File: config.mk
export PLATFORM = sky130hd
export DESIGN_NAME = gpio_alternate_function_mux
export DESIGN_NICKNAME = d
export VERILOG_FILES = /design/src/hdl/gpio_mux_pkg.sv /design/src/hdl/gpio_alternate_function_mux.sv /design/src/hdl/pin_sync.sv
export SDC_FILE = /design/constraint.sdc
export NUM_CORES = 1
export LEC_CHECK = 0
export BUFFER_PORTS_ARGS = -buffer_cell sky130_fd_sc_hd__buf_2
export CAP_MARGIN = 10
export CORE_UTILIZATION = 53
export CTS_CLUSTER_SIZE = 28
export DETAILED_ROUTE_END_ITERATION = 6
export PLACE_DENSITY = 0.95
export RECOVER_POWER = 25
export REMOVE_ABC_BUFFERS = 1
export SETUP_SLACK_MARGIN = 0.15
export SYNTH_ARGS = -nofsm -noshare
export SYNTH_HDL_FRONTEND = slang
export SYNTH_SLANG_ARGS = --single-unit
File: constraint.sdc
create_clock -name i_sys_clk -period 13.1 [get_ports i_sys_clk]
set_clock_uncertainty 0.15 [all_clocks]
set_input_delay 3.93 -clock i_sys_clk [delete_from_list [all_inputs] [get_ports i_sys_clk]]
set_output_delay 3.93 -clock i_sys_clk [all_outputs]
set_load 0.02 [all_outputs]
File: src/hdl/gpio_mux_pkg.sv
`default_nettype none
package gpio_mux_pkg;
  // Pin count and function select encoding
  localparam int unsigned NUM_PINS       = 9;
  localparam logic [1:0]  FUNC_GPIO      = 2'h0;
  localparam logic [1:0]  FUNC_ALT1      = 2'h1;
  localparam logic [1:0]  FUNC_ALT2      = 2'h2;
  localparam logic [1:0]  FUNC_RESERVED  = 2'h3;
  // Pin indices
  localparam int unsigned PIN_PART0      = 0;
  localparam int unsigned PIN_PART1      = 1;
  localparam int unsigned PIN_PART2      = 2;
  localparam int unsigned PIN_PART3      = 3;
  localparam int unsigned PIN_FAIL0      = 4;
  localparam int unsigned PIN_HOTPLUG    = 5;
  localparam int unsigned PIN_FAIL1      = 6;
  localparam int unsigned PIN_FAIL2      = 7;
  localparam int unsigned PIN_EXPIRQ     = 8;
  // Reference clock frequency codes, in MHz
  localparam logic        REFCLK_SEL_100 = 1'b0;
  localparam int unsigned REFCLK_MHZ_100 = 100;
  localparam int unsigned REFCLK_MHZ_125 = 125;
  // Edges after reset release before the strap synchroniser output is trusted
  localparam int unsigned STRAP_SETTLE_CYCLES = 4;
  // Reset values
  localparam logic [17:0] FUNC_SEL_RST   = 18'h00000;
  localparam logic [8:0]  PIN_SYNC_RST   = 9'h1FF;
endpackage : gpio_mux_pkg
`default_nettype wire

File: src/hdl/gpio_alternate_function_mux.sv
// How it works
// - Each of the nine pins runs as plain GPIO, first alternate or second alternate function.
// - Pins 0-3 in first alternate function start a fundamental reset of partitions 0-3.
// - A failover input pulses an event on each level change, only while that failover is enabled.
// - Pin 6 in second alternate function is the fourth failover input, with the same behaviour.
// - In second alternate function pins 0, 2, 4, 7 drive link-up of ports 16, 4, 0, 8.
// - In second alternate function pins 1, 3, 5, 8 drive link-active of ports 16, 4, 0, 8.
// - Pin 5 in first alternate function drives the hot-plug event indication out.
// - Pin 8 in first alternate function takes the interrupt request of the I/O expanders.
// - Four stack strap inputs each select the configuration of stacks 0 to 3.
// - A two-bit clock mode strap chooses the port clocking mode.
// - The frequency select strap sets the reference clock: 0 is 100 MHz, 1 is 125 MHz.
`default_nettype none
module gpio_alternate_function_mux
  import gpio_mux_pkg::*;
(
  // Clock and reset
  input  wire logic                  i_sys_clk,
  input  wire logic                  i_rst,
  // Function select configuration (two bits per pin)
  input  wire logic                  i_func_sel_we,
  input  wire logic [2*NUM_PINS-1:0] i_func_sel,
  output logic      [2*NUM_PINS-1:0] o_func_sel,
  // Plain GPIO side
  input  wire logic [NUM_PINS-1:0]   i_gpio_out,
  input  wire logic [NUM_PINS-1:0]   i_gpio_dir_out,
  output logic      [NUM_PINS-1:0]   o_gpio_in,
  // Pins (input, output, output enable)
  input  wire logic [NUM_PINS-1:0]   i_pin,
  output logic      [NUM_PINS-1:0]   o_pin,
  output logic      [NUM_PINS-1:0]   o_pin_oe,
  // Partition resets
  output logic      [3:0]            o_partition_reset,
  // Failover
  input  wire logic [3:0]            i_failover_enable,
  output logic      [3:0]            o_failover_event,
  // Hot-plug event and expander interrupt
  input  wire logic                  i_hotplug_event,
  output logic                       o_expander_irq,
  // Link status, index 0..3 = ports 0, 4, 8, 16, active high
  input  wire logic [3:0]            i_link_up,
  input  wire logic [3:0]            i_link_active,
  // Straps
  input  wire logic [3:0]            i_stack_config_strap,
  input  wire logic [1:0]            i_port_clocking_strap,
  input  wire logic                  i_refclk_freq_select,
  output logic      [3:0]            o_stack_config,
  output logic      [1:0]            o_port_clocking_mode,
  output logic                       o_refclk_freq_select,
  output logic      [7:0]            o_refclk_mhz
);
  // Port index of link status vectors
  localparam int unsigned LP0  = 0;
  localparam int unsigned LP4  = 1;
  localparam int unsigned LP8  = 2;
  localparam int unsigned LP16 = 3;
  // Width of the strap settle counter
  localparam int unsigned STRAP_CNT_W = $clog2(STRAP_SETTLE_CYCLES + 1);

  logic [2*NUM_PINS-1:0] func_q, func_d;
  logic [NUM_PINS-1:0]   pin_s;
  logic [NUM_PINS-1:0]   pin_out_d, pin_out_q, pin_oe_d, pin_oe_q;
  logic [NUM_PINS-1:0]   gpio_in_d, gpio_in_q;
  logic [3:0]            preset_d, preset_q;
  logic [3:0]            fo_lvl, fo_sel, fo_prev_q, fo_prev_d, fo_ev_d, fo_ev_q;
  logic                  irq_d, irq_q;
  logic [6:0]            strap_s;
  logic [6:0]            strap_d, strap_q;
  logic                  strap_done_d, strap_done_q;
  logic [STRAP_CNT_W-1:0] strap_cnt_d, strap_cnt_q;
  logic [1:0]            fsel [NUM_PINS];

  // Pin and strap synchronisers
  pin_sync #(.WIDTH(NUM_PINS), .RST_VAL(PIN_SYNC_RST)) u_pin_sync (
    .i_sys_clk (i_sys_clk),
    .i_rst     (i_rst),
    .i_async   (i_pin),
    .o_sync    (pin_s)
  );
  pin_sync #(.WIDTH(7), .RST_VAL(7'h00)) u_strap_sync (
    .i_sys_clk (i_sys_clk),
    .i_rst     (i_rst),
    .i_async   ({i_refclk_freq_select, i_port_clocking_strap, i_stack_config_strap}),
    .o_sync    (strap_s)
  );

  // Per-pin select fields
  for (genvar p = 0; p < NUM_PINS; p++) begin : g_sel
    assign fsel[p] = func_q[2*p +: 2];
  end

  // Function select state, written whole by configuration
  always_comb begin
    func_d = func_q;
    if (i_func_sel_we) begin
      func_d = i_func_sel;
    end
  end

  // Pin drive: plain GPIO, status outputs or hot-plug event; inputs released
  always_comb begin
    for (int p = 0; p < NUM_PINS; p++) begin
      pin_out_d[p] = i_gpio_out[p];
      pin_oe_d[p]  = (fsel[p] == FUNC_GPIO) ? i_gpio_dir_out[p] : 1'b0;
    end
    // Second alternate: link status outputs, active low
    if (fsel[0] == FUNC_ALT2) begin
      pin_out_d[0] = ~i_link_up[LP16];
      pin_oe_d[0]  = 1'b1;
    end
    if (fsel[2] == FUNC_ALT2) begin
      pin_out_d[2] = ~i_link_up[LP4];
      pin_oe_d[2]  = 1'b1;
    end
    if (fsel[4] == FUNC_ALT2) begin
      pin_out_d[4] = ~i_link_up[LP0];
      pin_oe_d[4]  = 1'b1;
    end
    if (fsel[7] == FUNC_ALT2) begin
      pin_out_d[7] = ~i_link_up[LP8];
      pin_oe_d[7]  = 1'b1;
    end
    if (fsel[1] == FUNC_ALT2) begin
      pin_out_d[1] = ~i_link_active[LP16];
      pin_oe_d[1]  = 1'b1;
    end
    if (fsel[3] == FUNC_ALT2) begin
      pin_out_d[3] = ~i_link_active[LP4];
      pin_oe_d[3]  = 1'b1;
    end
    if (fsel[5] == FUNC_ALT2) begin
      pin_out_d[5] = ~i_link_active[LP0];
      pin_oe_d[5]  = 1'b1;
    end
    if (fsel[8] == FUNC_ALT2) begin
      pin_out_d[8] = ~i_link_active[LP8];
      pin_oe_d[8]  = 1'b1;
    end
    // First alternate on pin 5: hot-plug event output
    if (fsel[PIN_HOTPLUG] == FUNC_ALT1) begin
      pin_out_d[PIN_HOTPLUG] = i_hotplug_event;
      pin_oe_d[PIN_HOTPLUG]  = 1'b1;
    end
  end

  // Inputs: GPIO read-back, partition resets, expander interrupt
  always_comb begin
    gpio_in_d = pin_s;  // Pin level is readable in every mode
    for (int i = 0; i < 4; i++) begin
      preset_d[i] = (fsel[PIN_PART0 + i] == FUNC_ALT1) & ~pin_s[PIN_PART0 + i];
    end
    irq_d = (fsel[PIN_EXPIRQ] == FUNC_ALT1) & ~pin_s[PIN_EXPIRQ];
  end

  // Failover inputs: pins 4, 6, 7, and pin 6 again as the fourth
  always_comb begin
    fo_lvl = {pin_s[PIN_FAIL1], pin_s[PIN_FAIL2], pin_s[PIN_FAIL1], pin_s[PIN_FAIL0]};
    fo_sel = {fsel[PIN_FAIL1] == FUNC_ALT2,
              fsel[PIN_FAIL2] == FUNC_ALT1,
              fsel[PIN_FAIL1] == FUNC_ALT1,
              fsel[PIN_FAIL0] == FUNC_ALT1};
    fo_prev_d = fo_lvl;
    // Event on any level change while selected and enabled
    fo_ev_d = (fo_lvl ^ fo_prev_q) & fo_sel & i_failover_enable;
  end

  // Straps are caught once the synchroniser has settled after reset, then held
  always_comb begin
    strap_d      = strap_q;
    strap_done_d = strap_done_q;
    strap_cnt_d  = strap_cnt_q;
    if (!strap_done_q) begin
      if (strap_cnt_q == STRAP_CNT_W'(STRAP_SETTLE_CYCLES)) begin
        strap_d      = strap_s;
        strap_done_d = 1'b1;
      end else begin
        strap_cnt_d  = strap_cnt_q + STRAP_CNT_W'(1);
      end
    end
  end

  // Register all state
  always_ff @(posedge i_sys_clk or posedge i_rst) begin
    if (i_rst) begin
      func_q       <= FUNC_SEL_RST;
      pin_out_q    <= '0;
      pin_oe_q     <= '0;
      gpio_in_q    <= PIN_SYNC_RST;
      preset_q     <= '0;
      irq_q        <= 1'b0;
      fo_prev_q    <= '1;
      fo_ev_q      <= '0;
      strap_q      <= '0;
      strap_done_q <= 1'b0;
      strap_cnt_q  <= '0;
    end else begin
      func_q       <= func_d;
      pin_out_q    <= pin_out_d;
      pin_oe_q     <= pin_oe_d;
      gpio_in_q    <= gpio_in_d;
      preset_q     <= preset_d;
      irq_q        <= irq_d;
      fo_prev_q    <= fo_prev_d;
      fo_ev_q      <= fo_ev_d;
      strap_q      <= strap_d;
      strap_done_q <= strap_done_d;
      strap_cnt_q  <= strap_cnt_d;
    end
  end

  // Outputs
  assign o_func_sel           = func_q;
  assign o_pin                = pin_out_q;
  assign o_pin_oe             = pin_oe_q;
  assign o_gpio_in            = gpio_in_q;
  assign o_partition_reset    = preset_q;
  assign o_failover_event     = fo_ev_q;
  assign o_expander_irq       = irq_q;
  assign o_stack_config       = strap_q[3:0];
  assign o_port_clocking_mode = strap_q[5:4];
  assign o_refclk_freq_select = strap_q[6];
  assign o_refclk_mhz         = (strap_q[6] == REFCLK_SEL_100) ?
                                8'(REFCLK_MHZ_100) : 8'(REFCLK_MHZ_125);
endmodule : gpio_alternate_function_mux
`default_nettype wire

File: src/hdl/pin_sync.sv
`default_nettype none
// Three-stage synchroniser; the output moves only when stages two and three agree
module pin_sync
  import gpio_mux_pkg::*;
#(
  parameter int unsigned WIDTH     = NUM_PINS,
  parameter logic [WIDTH-1:0] RST_VAL = '0
) (
  // Clock and reset
  input  wire logic             i_sys_clk,
  input  wire logic             i_rst,
  // Raw and filtered levels
  input  wire logic [WIDTH-1:0] i_async,
  output logic      [WIDTH-1:0] o_sync
);
  logic [WIDTH-1:0] s1_q, s2_q, s3_q, out_q;
  logic [WIDTH-1:0] out_d;

  // Elaboration check on the width
  if (WIDTH < 1) begin : g_bad_width
    $error("pin_sync: WIDTH must be at least 1");
  end

  // Per-bit agreement filter
  for (genvar b = 0; b < WIDTH; b++) begin : g_bit
    always_comb begin
      out_d[b] = (s2_q[b] == s3_q[b]) ? s3_q[b] : out_q[b];
    end
  end

  // Register stages
  always_ff @(posedge i_sys_clk or posedge i_rst) begin
    if (i_rst) begin
      s1_q  <= RST_VAL;
      s2_q  <= RST_VAL;
      s3_q  <= RST_VAL;
      out_q <= RST_VAL;
    end else begin
      s1_q  <= i_async;
      s2_q  <= s1_q;
      s3_q  <= s2_q;
      out_q <= out_d;
    end
  end

  assign o_sync = out_q;
endmodule : pin_sync
`default_nettype wire

After elaboration in Yosys (flattened, before gate mapping)
Cells that the tools add are included.
{"block": "word_totals", "regBits": 133, "latch_bits": 0, "mem_bits_rw": 0, "mem_bits_ro": 0, "inputBits": 68, "output_inout_bits": 69, "n_memories": 0}
{"block": "classes", "add_sub_neg": 1, "mul": 0, "n_div": 0, "magnitude_cmp": 0, "eq_ne": 35, "n_shift": 0, "n_mux": 30, "n_bitwise": 23, "n_reduce_logical": 11}
{"op": "$mux 1", "count": 29}
{"op": "$eq 2x1->1 const B", "count": 9}
{"op": "$eq 2x2->1 const B", "count": 9}
{"op": "$logic_not 2->1", "count": 9}
{"op": "$eq 1x1->1", "count": 16}
{"op": "$not 1->1", "count": 15}
{"op": "$and 4x4->4", "count": 2}
{"op": "$and 1x1->1", "count": 5}
{"op": "$mux 5", "count": 1}
{"op": "$reduce_and 2->1", "count": 2}
{"op": "$xor 4x4->4", "count": 1}
{"op": "$add 3x1->3 const B", "count": 1}
{"op": "$eq 3x3->1 const B", "count": 1}

Longest topological paths before layout
Gate-level depths: netlist of the first run.
{"block": "logic_depth", "depth_word": 4, "mapped_depth": 5, "ltp_nobuf": 5}

Modules after synthesis
From an unflattened synthesis of the first run, not the netlist that was laid out.
{"block": "unflattened", "hier_cells": 266, "hier_area_um2": 4247.8}
{"mod": "gpio_alternate_function_mux", "instances": 1, "cells_each": 184, "area_each_um2": 2413.6, "seq_area_each_um2": 1637.8}
{"mod": "pin_sync at u_pin_sync", "instances": 1, "cells_each": 46, "area_each_um2": 1051.0, "seq_area_each_um2": 945.9}
{"mod": "pin_sync at u_strap_sync", "instances": 1, "cells_each": 36, "area_each_um2": 783.3, "seq_area_each_um2": 700.7}

Worst setup path before layout of the first run
OpenSTA, ideal clock, no wires.
{"block": "synth_timing", "path_type": "input-to-reg", "from": "input port i_func_sel_we", "to": "register func_q[0], in the netlist o_func_sel[0]", "t_arrival_ps": 4470, "path_slack_ps": 8355, "stages": 3, "n_path_buf": 2, "cell_sequence": "buf_6 > buf_6 > mux2_2"}
{"element": "start, declared", "line": "gpio_alternate_function_mux.sv:21", "source": "input wire logic i_func_sel_we,"}
{"element": "end signal, assigned", "line": "gpio_alternate_function_mux.sv:197", "source": "func_q <= func_d;"}
{"element": "end, declared", "line": "gpio_alternate_function_mux.sv:60", "source": "logic [2*NUM_PINS-1:0] func_q, func_d;"}
No word-level cell between the ends.

==> results of run 1 <==
==> synthesized netlist by cell type <==
cell | instances | area [um2]
dfrtp_1 | 84 | 2100
xnor2_1 | 4 | 35.0
maj3_1 | 16 | 160
nand3_4 | 1 | 17.5
conb_1 | 2 | 7.51
inv_1 | 12 | 45.0
nand2_1 | 12 | 45.0
buf_4 | 8 | 60.1
nor3_1 | 6 | 30.0
nor2_1 | 14 | 52.6
nor2b_1 | 3 | 18.8
o21ai_0 | 15 | 75.1
buf_2 | 1 | 5.00
ha_1 | 2 | 25.0
a21oi_1 | 4 | 20.0
mux2i_1 | 1 | 10.0
mux2_2 | 18 | 203
buf_6 | 2 | 22.5
nor3b_1 | 6 | 45.0
a31oi_1 | 1 | 6.26
o31ai_1 | 7 | 52.6
dfstp_2 | 45 | 1180
==> stage by stage <==
stage	hold slack [ns]	util (%)
2_1_floorplan	0.181	-
3_3_place_gp	0.182	63.9
3_5_place_dp	0.185	63.9
4_1_cts	0.200	72.0
5_1_grt	0.202	71.8
6_report	0.198	71.8
==> how the worst max path moves through the flow <==
stage               slack [ns]              endpoint  cells past startpoint
floorplan                 5.65        o_expander_irq                      1
global placement          7.54              o_pin[6]                      3
detailed placement        7.49  u_strap_sync.s1_q[2]                      3
CTS                       7.79          o_gpio_in[4]                      1
global route              7.78          o_gpio_in[4]                      1
finish                    7.84          o_gpio_in[4]                      1
==> power by group <==
group	switching (mW)	internal (mW)
Combinational	0.0529	0.0333
Clock	0.158	0.326
Sequential	0.0178	0.435
==> flip-flops by register name (all words and copies together), names as in the netlist, 6 cells and up <==
name / flops
o_func_sel: 18
o_pin: 9
o_pin_oe: 9
u_pin_sync.o_sync: 9
u_pin_sync.s1_q: 9
u_pin_sync.s2_q: 9
u_pin_sync.s3_q: 9
strap_q: 7
u_strap_sync.o_sync: 7
u_strap_sync.s1_q: 7
u_strap_sync.s2_q: 7
u_strap_sync.s3_q: 7
o_gpio_in: 6
==> cell type report <==
type                    instances  area [um2]
clock inverters                 8         153
diodes                          1        2.50
inverters                      12        47.5
well taps                     102         128
clock buffers                  24         470
multi-input cells             115         802
flip-flops and latches        129        3280
repair buffers                132         663
fillers                       529        2180
==> logic make-up after synthesis <==
group | count (synthesis) | synth area share, %
buffers and inverters | 23 | 3.14
XOR/XNOR | 4 | 0.830
multiplexers | 19 | 5.04
AND/OR/NAND/NOR | 42 | 4.95
other | 2 | 0.178
flip-flops | 129 | 77.8
adder cells (fa/ha/maj) | 18 | 4.39
AO/OA/AOI/OAI | 27 | 3.65
==> routing by layer <==
metal / vias up / GRT usage, % / routed length [um]
li1: 1156 / - / -
met1: 1227 / 23.0 / 3030
met2: 120 / 33.3 / 3770
met3: 10 / 6.45 / 503
met4: 0 / 9.39 / 151
met5: - / 0 / 0
==> key figures, run 1 <==
Outcome
  – Status: completed

Power and ir drop
  – Pleak: 2.63 nW
  – PwrDens: approximately 180 nW/um2
  – Maximum VDD drop: roughly 130 uV
  – Final total power: 1.02 mW

Critical path
  – WP data required: between 9 and 10 ns
  – Worst path buffer plus inverter count: 1
  – R2R Path Start: strap_cnt_q[0]
  – Crit Path Class: reg -> out
  – Endpoint type of the worst setup path: primary output
  – Worst Setup SP: fo_prev_q[0]
  – Worst Path Arrival: 1.18 ns
  – Worst R2R End: strap_q[6]
  – Slowest-stage cell, CP: dfstp_2
  – Cells along the critical path: buf_2
  – CP peak stage delay: 0.54 ns
  – Worst r2r path cells: 4
  – Startpoint types: flip-flop
  – Cell family with most CP delay: flip-flops
  – Worst R2R Setup Slack: between 10 and 15 ns
  – Worst-path maximum fanout: 2

Layout
  – Layout area overhead: 31.5%
  – Post-route insts no fill: 523
  – Final instance area: 5550 um2
  – Share of cells above drive strength 1: about half
  – Final nets: 477
  – Commonest non-fill, non-tap cell in the layout: buf_2
  – Commonest cells after routing, fill and taps aside: buf_2, dfrtp_1, dfstp_2

Clocking
  – CTS Buf Count: 17
  – Clock slew at reported path FFs: 0.06 ns
  – Gates resized, CTS repair: 0
  – Clock Tree Root: clkbuf_8
  – CTS Sinks: 129
  – CTS tree: done
  – # hold bufs at CTS: 0
  – Clk_lat worst skew: 0.49 ns
  – Deepest clock path buffer count: 2
  – H-tree levels: 4
  – Setup Buffers After CTS: 0

Synthesis
  – Syn avg cell area: between 15 and 20 um2
  – Cell Area, Synth: between 4000 and 5000 um2
  – Sequential element share of the synthesized area: between 70 and 80%
  – Cells after synthesis: around 260
  – Netlist cell types: 22
  – Warnings, synthesis: 0
  – #FFs+latches synth: 129

Timing
  – Worst-Margin Slew: 0.961 ns
  – TNS Setup: 0 ns
  – Max-slew violations: 0
  – Fmax: 190 MHz
  – Setup-failing EPs final: 0
  – Fin crit share: 40.2%
  – Final setup margin: a little under 8 ns
  – Crit path time final: 5.26 ns
  – RSZ-0062 raised after global routing: false
  – Fin. Hold Viols: 0
  – Slew headroom: 35.9%

Global route
  – Grt total ovfl: 0
  – Pin count of the biggest net entering global routing: 84
  – GRT Util Overall: 19.8%
  – Initial antenna violation count: 1
  – Vias in the first global route: 2,632
  – First-pass GRT wire length: approximately 12 mm

Placement
  – DP Cell Count: 490
  – Detailed placement HPWL: around 5.0 mm
  – Post-DP Area: 4940 um2
  – DP Worst Slack: about 7.5 ns
  – Port bufs: 131
  – Placer congestion estimate: 0.730

Die
  – I/O pin cnt: 137
  – Cell Rows: 32
  – Die area: 8320 um2
  – Die Y: 91.2 um
  – Initial Util: approximately 55%
  – Core Region: 7730 um2
  – Die Wd: between 90 and 100 um

Routing
  – Drc violations: 0
  – Detailed router's first-iteration violation count: between 150 and 200
  – Final antenna-violating net count: 0
  – Final WL: 7.45 mm
  – Via-to-Cell Ratio: 4.80
  – Routed WL per cell: 14.2 um
  – First-pass DRT Iterations: 6
  – Via count: 2,513

Run
  – Max Cap Violations: 0

Hold path
  – Worst hold path type: reg -> reg
  – Hold Path Origin: u_strap_sync.s1_q[4]
  – Hold Path Sink: u_strap_sync.s2_q[4]
  – WHS Path Cells: 0
Power figures use the tool's default switching activity.
==> run 2, diff against run 1 <==
Settings changed: CORE_UTILIZATION 53 to 50, PLACE_DENSITY 0.95 to 0.91.
Clock period 13.1 ns to 5 ns, I/O delays scaled along.
==> key figures, run 2 (synthesis gave the netlist of run 1 again) <==
Global route
  – Pin count of the biggest net entering global routing: 73
  – Grt total ovfl: 0
  – First-pass GRT wire length: ~12 mm
  – GRT Util Overall: a little under a fifth
  – Vias in the first global route: between 2,000 and 2,500
  – Initial antenna violation count: 0

Timing
  – TNS Setup: 0 ns
  – Worst hold slack: 0.197 ns
  – Setup-failing EPs final: 0
  – Max-slew violations: 0
  – Slew headroom: 52.1%
  – Crit path time final: about 2.8 ns
  – Fin. Hold Viols: 0
  – Worst-Margin Slew: 0.718 ns
  – Fmax: 352 MHz
  – RSZ-0062 raised after global routing: false
  – Fin crit share: 56.9%

Hold path
  – Worst hold path type: reg -> reg

Critical path
  – Slowest-stage cell, CP: dfstp_2
  – Worst Path Arrival: roughly 1.2 ns
  – Crit Path Class: reg -> out
  – CP peak stage delay: 0.54 ns
  – Worst path buffer plus inverter count: 1
  – Cells along the critical path: buf_2
  – Worst-path maximum fanout: 2
  – Cell family with most CP delay: flip-flops
  – WP data required: 3.35 ns
  – Startpoint types: flip-flop
  – Endpoint type of the worst setup path: primary output

Die
  – Die area: 8810 um2
  – I/O pin cnt: ~140
  – Core Region: 8180 um2
  – Die Wd: 93.9 um
  – Die Y: 93.9 um
  – Cell Rows: 33
  – Initial Util: 51.6%

Routing
  – Via count: ~2,500
  – Routed WL per cell: 14.6 um
  – Via-to-Cell Ratio: around 4.7
  – Final antenna-violating net count: 0
  – Drc violations: 0
  – Detailed router's first-iteration violation count: 72
  – Final WL: 7.64 mm
  – First-pass DRT Iterations: 6

Layout
  – Share of cells above drive strength 1: about 50%
  – Layout area overhead: 31.5%
  – Util after Layout: roughly two thirds
  – Max reg flops: 18
  – Final nets: about 480
  – Commonest cells after routing, fill and taps aside: buf_2, dfrtp_1, dfstp_2
  – N_diodes: 0
  – Commonest non-fill, non-tap cell in the layout: buf_2

Clocking
  – Deepest clock path buffer count: 2
  – CTS Buf Count: 17
  – Setup Buffers After CTS: 0
  – Clock slew at reported path FFs: 0.06 ns
  – H-tree levels: 4
  – Clock Tree Root: clkbuf_8
  – CTS tree: done
  – CTS Sinks: 129
  – Gates resized, CTS repair: 0
  – # hold bufs at CTS: 0
  – Clk_lat worst skew: 0.49 ns

Power and ir drop
  – PwrDens: 469 nW/um2
  – Maximum VDD drop: 332 uV
  – Pleak: 2.63 nW

Placement
  – Placer congestion estimate: 0.718
  – Detailed placement HPWL: 5.27 mm
  – Port bufs: 131

Outcome
  – Status: completed

Run
  – Max Cap Violations: 0
[run 2: metrics by stage]
step,instance area [um2],setup WS [ns],power (mW),cells
global route,5550,2.10,2.71,525
CTS,5550,2.13,2.64,525
finish,5550,2.16,2.61,525
floorplan,4140,-0.0165,1.33,256
global placement,4950,2.36,1.43,493
detailed placement,4950,2.32,1.44,493
[run 2: area by class of cell]
cell class,count,area [um2]
clock buffers,21,469
clock inverters,11,128
fillers,564,2630
inverters,12,47.5
multi-input cells,115,815
flip-flops and latches,129,3280
well taps,105,131
repair buffers,132,676
[run 2: path summary, 6_finish.rpt]
| kind | startpoint | to | slack (ns) | depth (start not counted) |
|---|---|---|---|---|
| setup / recovery | fo_prev_q[1] | o_gpio_in[6] | 2.16 | 1 |
| hold / removal | u_strap_sync.s1_q[4] | u_strap_sync.s2_q[4] | 0.20 | 0 |
| setup reg to reg | strap_cnt_q[0] | strap_q[3] | 3.54 | 4 |
| hold reg to reg | u_strap_sync.s1_q[4] | u_strap_sync.s2_q[4] | 0.20 | 0 |
| max in group asynchronous | i_rst | u_pin_sync.s2_q[3] | 2.86 | 3 |
| min in group asynchronous | i_rst | o_failover_event[0] | 0.98 | 2 |
[run 2: worst register-to-register path: stages, from the launching register on]
cell and delay, ns:
dfrtp_1 0.38, inv_1 0.10, ha_1 0.25, nand3_4 0.16, mux2_2 0.31
[run 2: power breakdown]
part / internal [mW] / leakage [nW] / switching (mW)
clock network: 0.765 / 0.287 / 0.424
registers: 1.14 / 1.48 / 0.0495
logic: 0.0885 / 0.865 / 0.138
total: 1.99 / 2.63 / 0.612
[run 2: routing by layer]
| metal | part of all wire, % | vias up | track usage (%) |
|---|---|---|---|
| li1 | - | 1155 | - |
| met1 | 42 | 1227 | 21.9 |
| met2 | 53 | 84 | 31.8 |
| met3 | 4.3 | 6 | 5.34 |
| met4 | 1.3 | 0 | 8.85 |
| met5 | 0 | - | 0 |
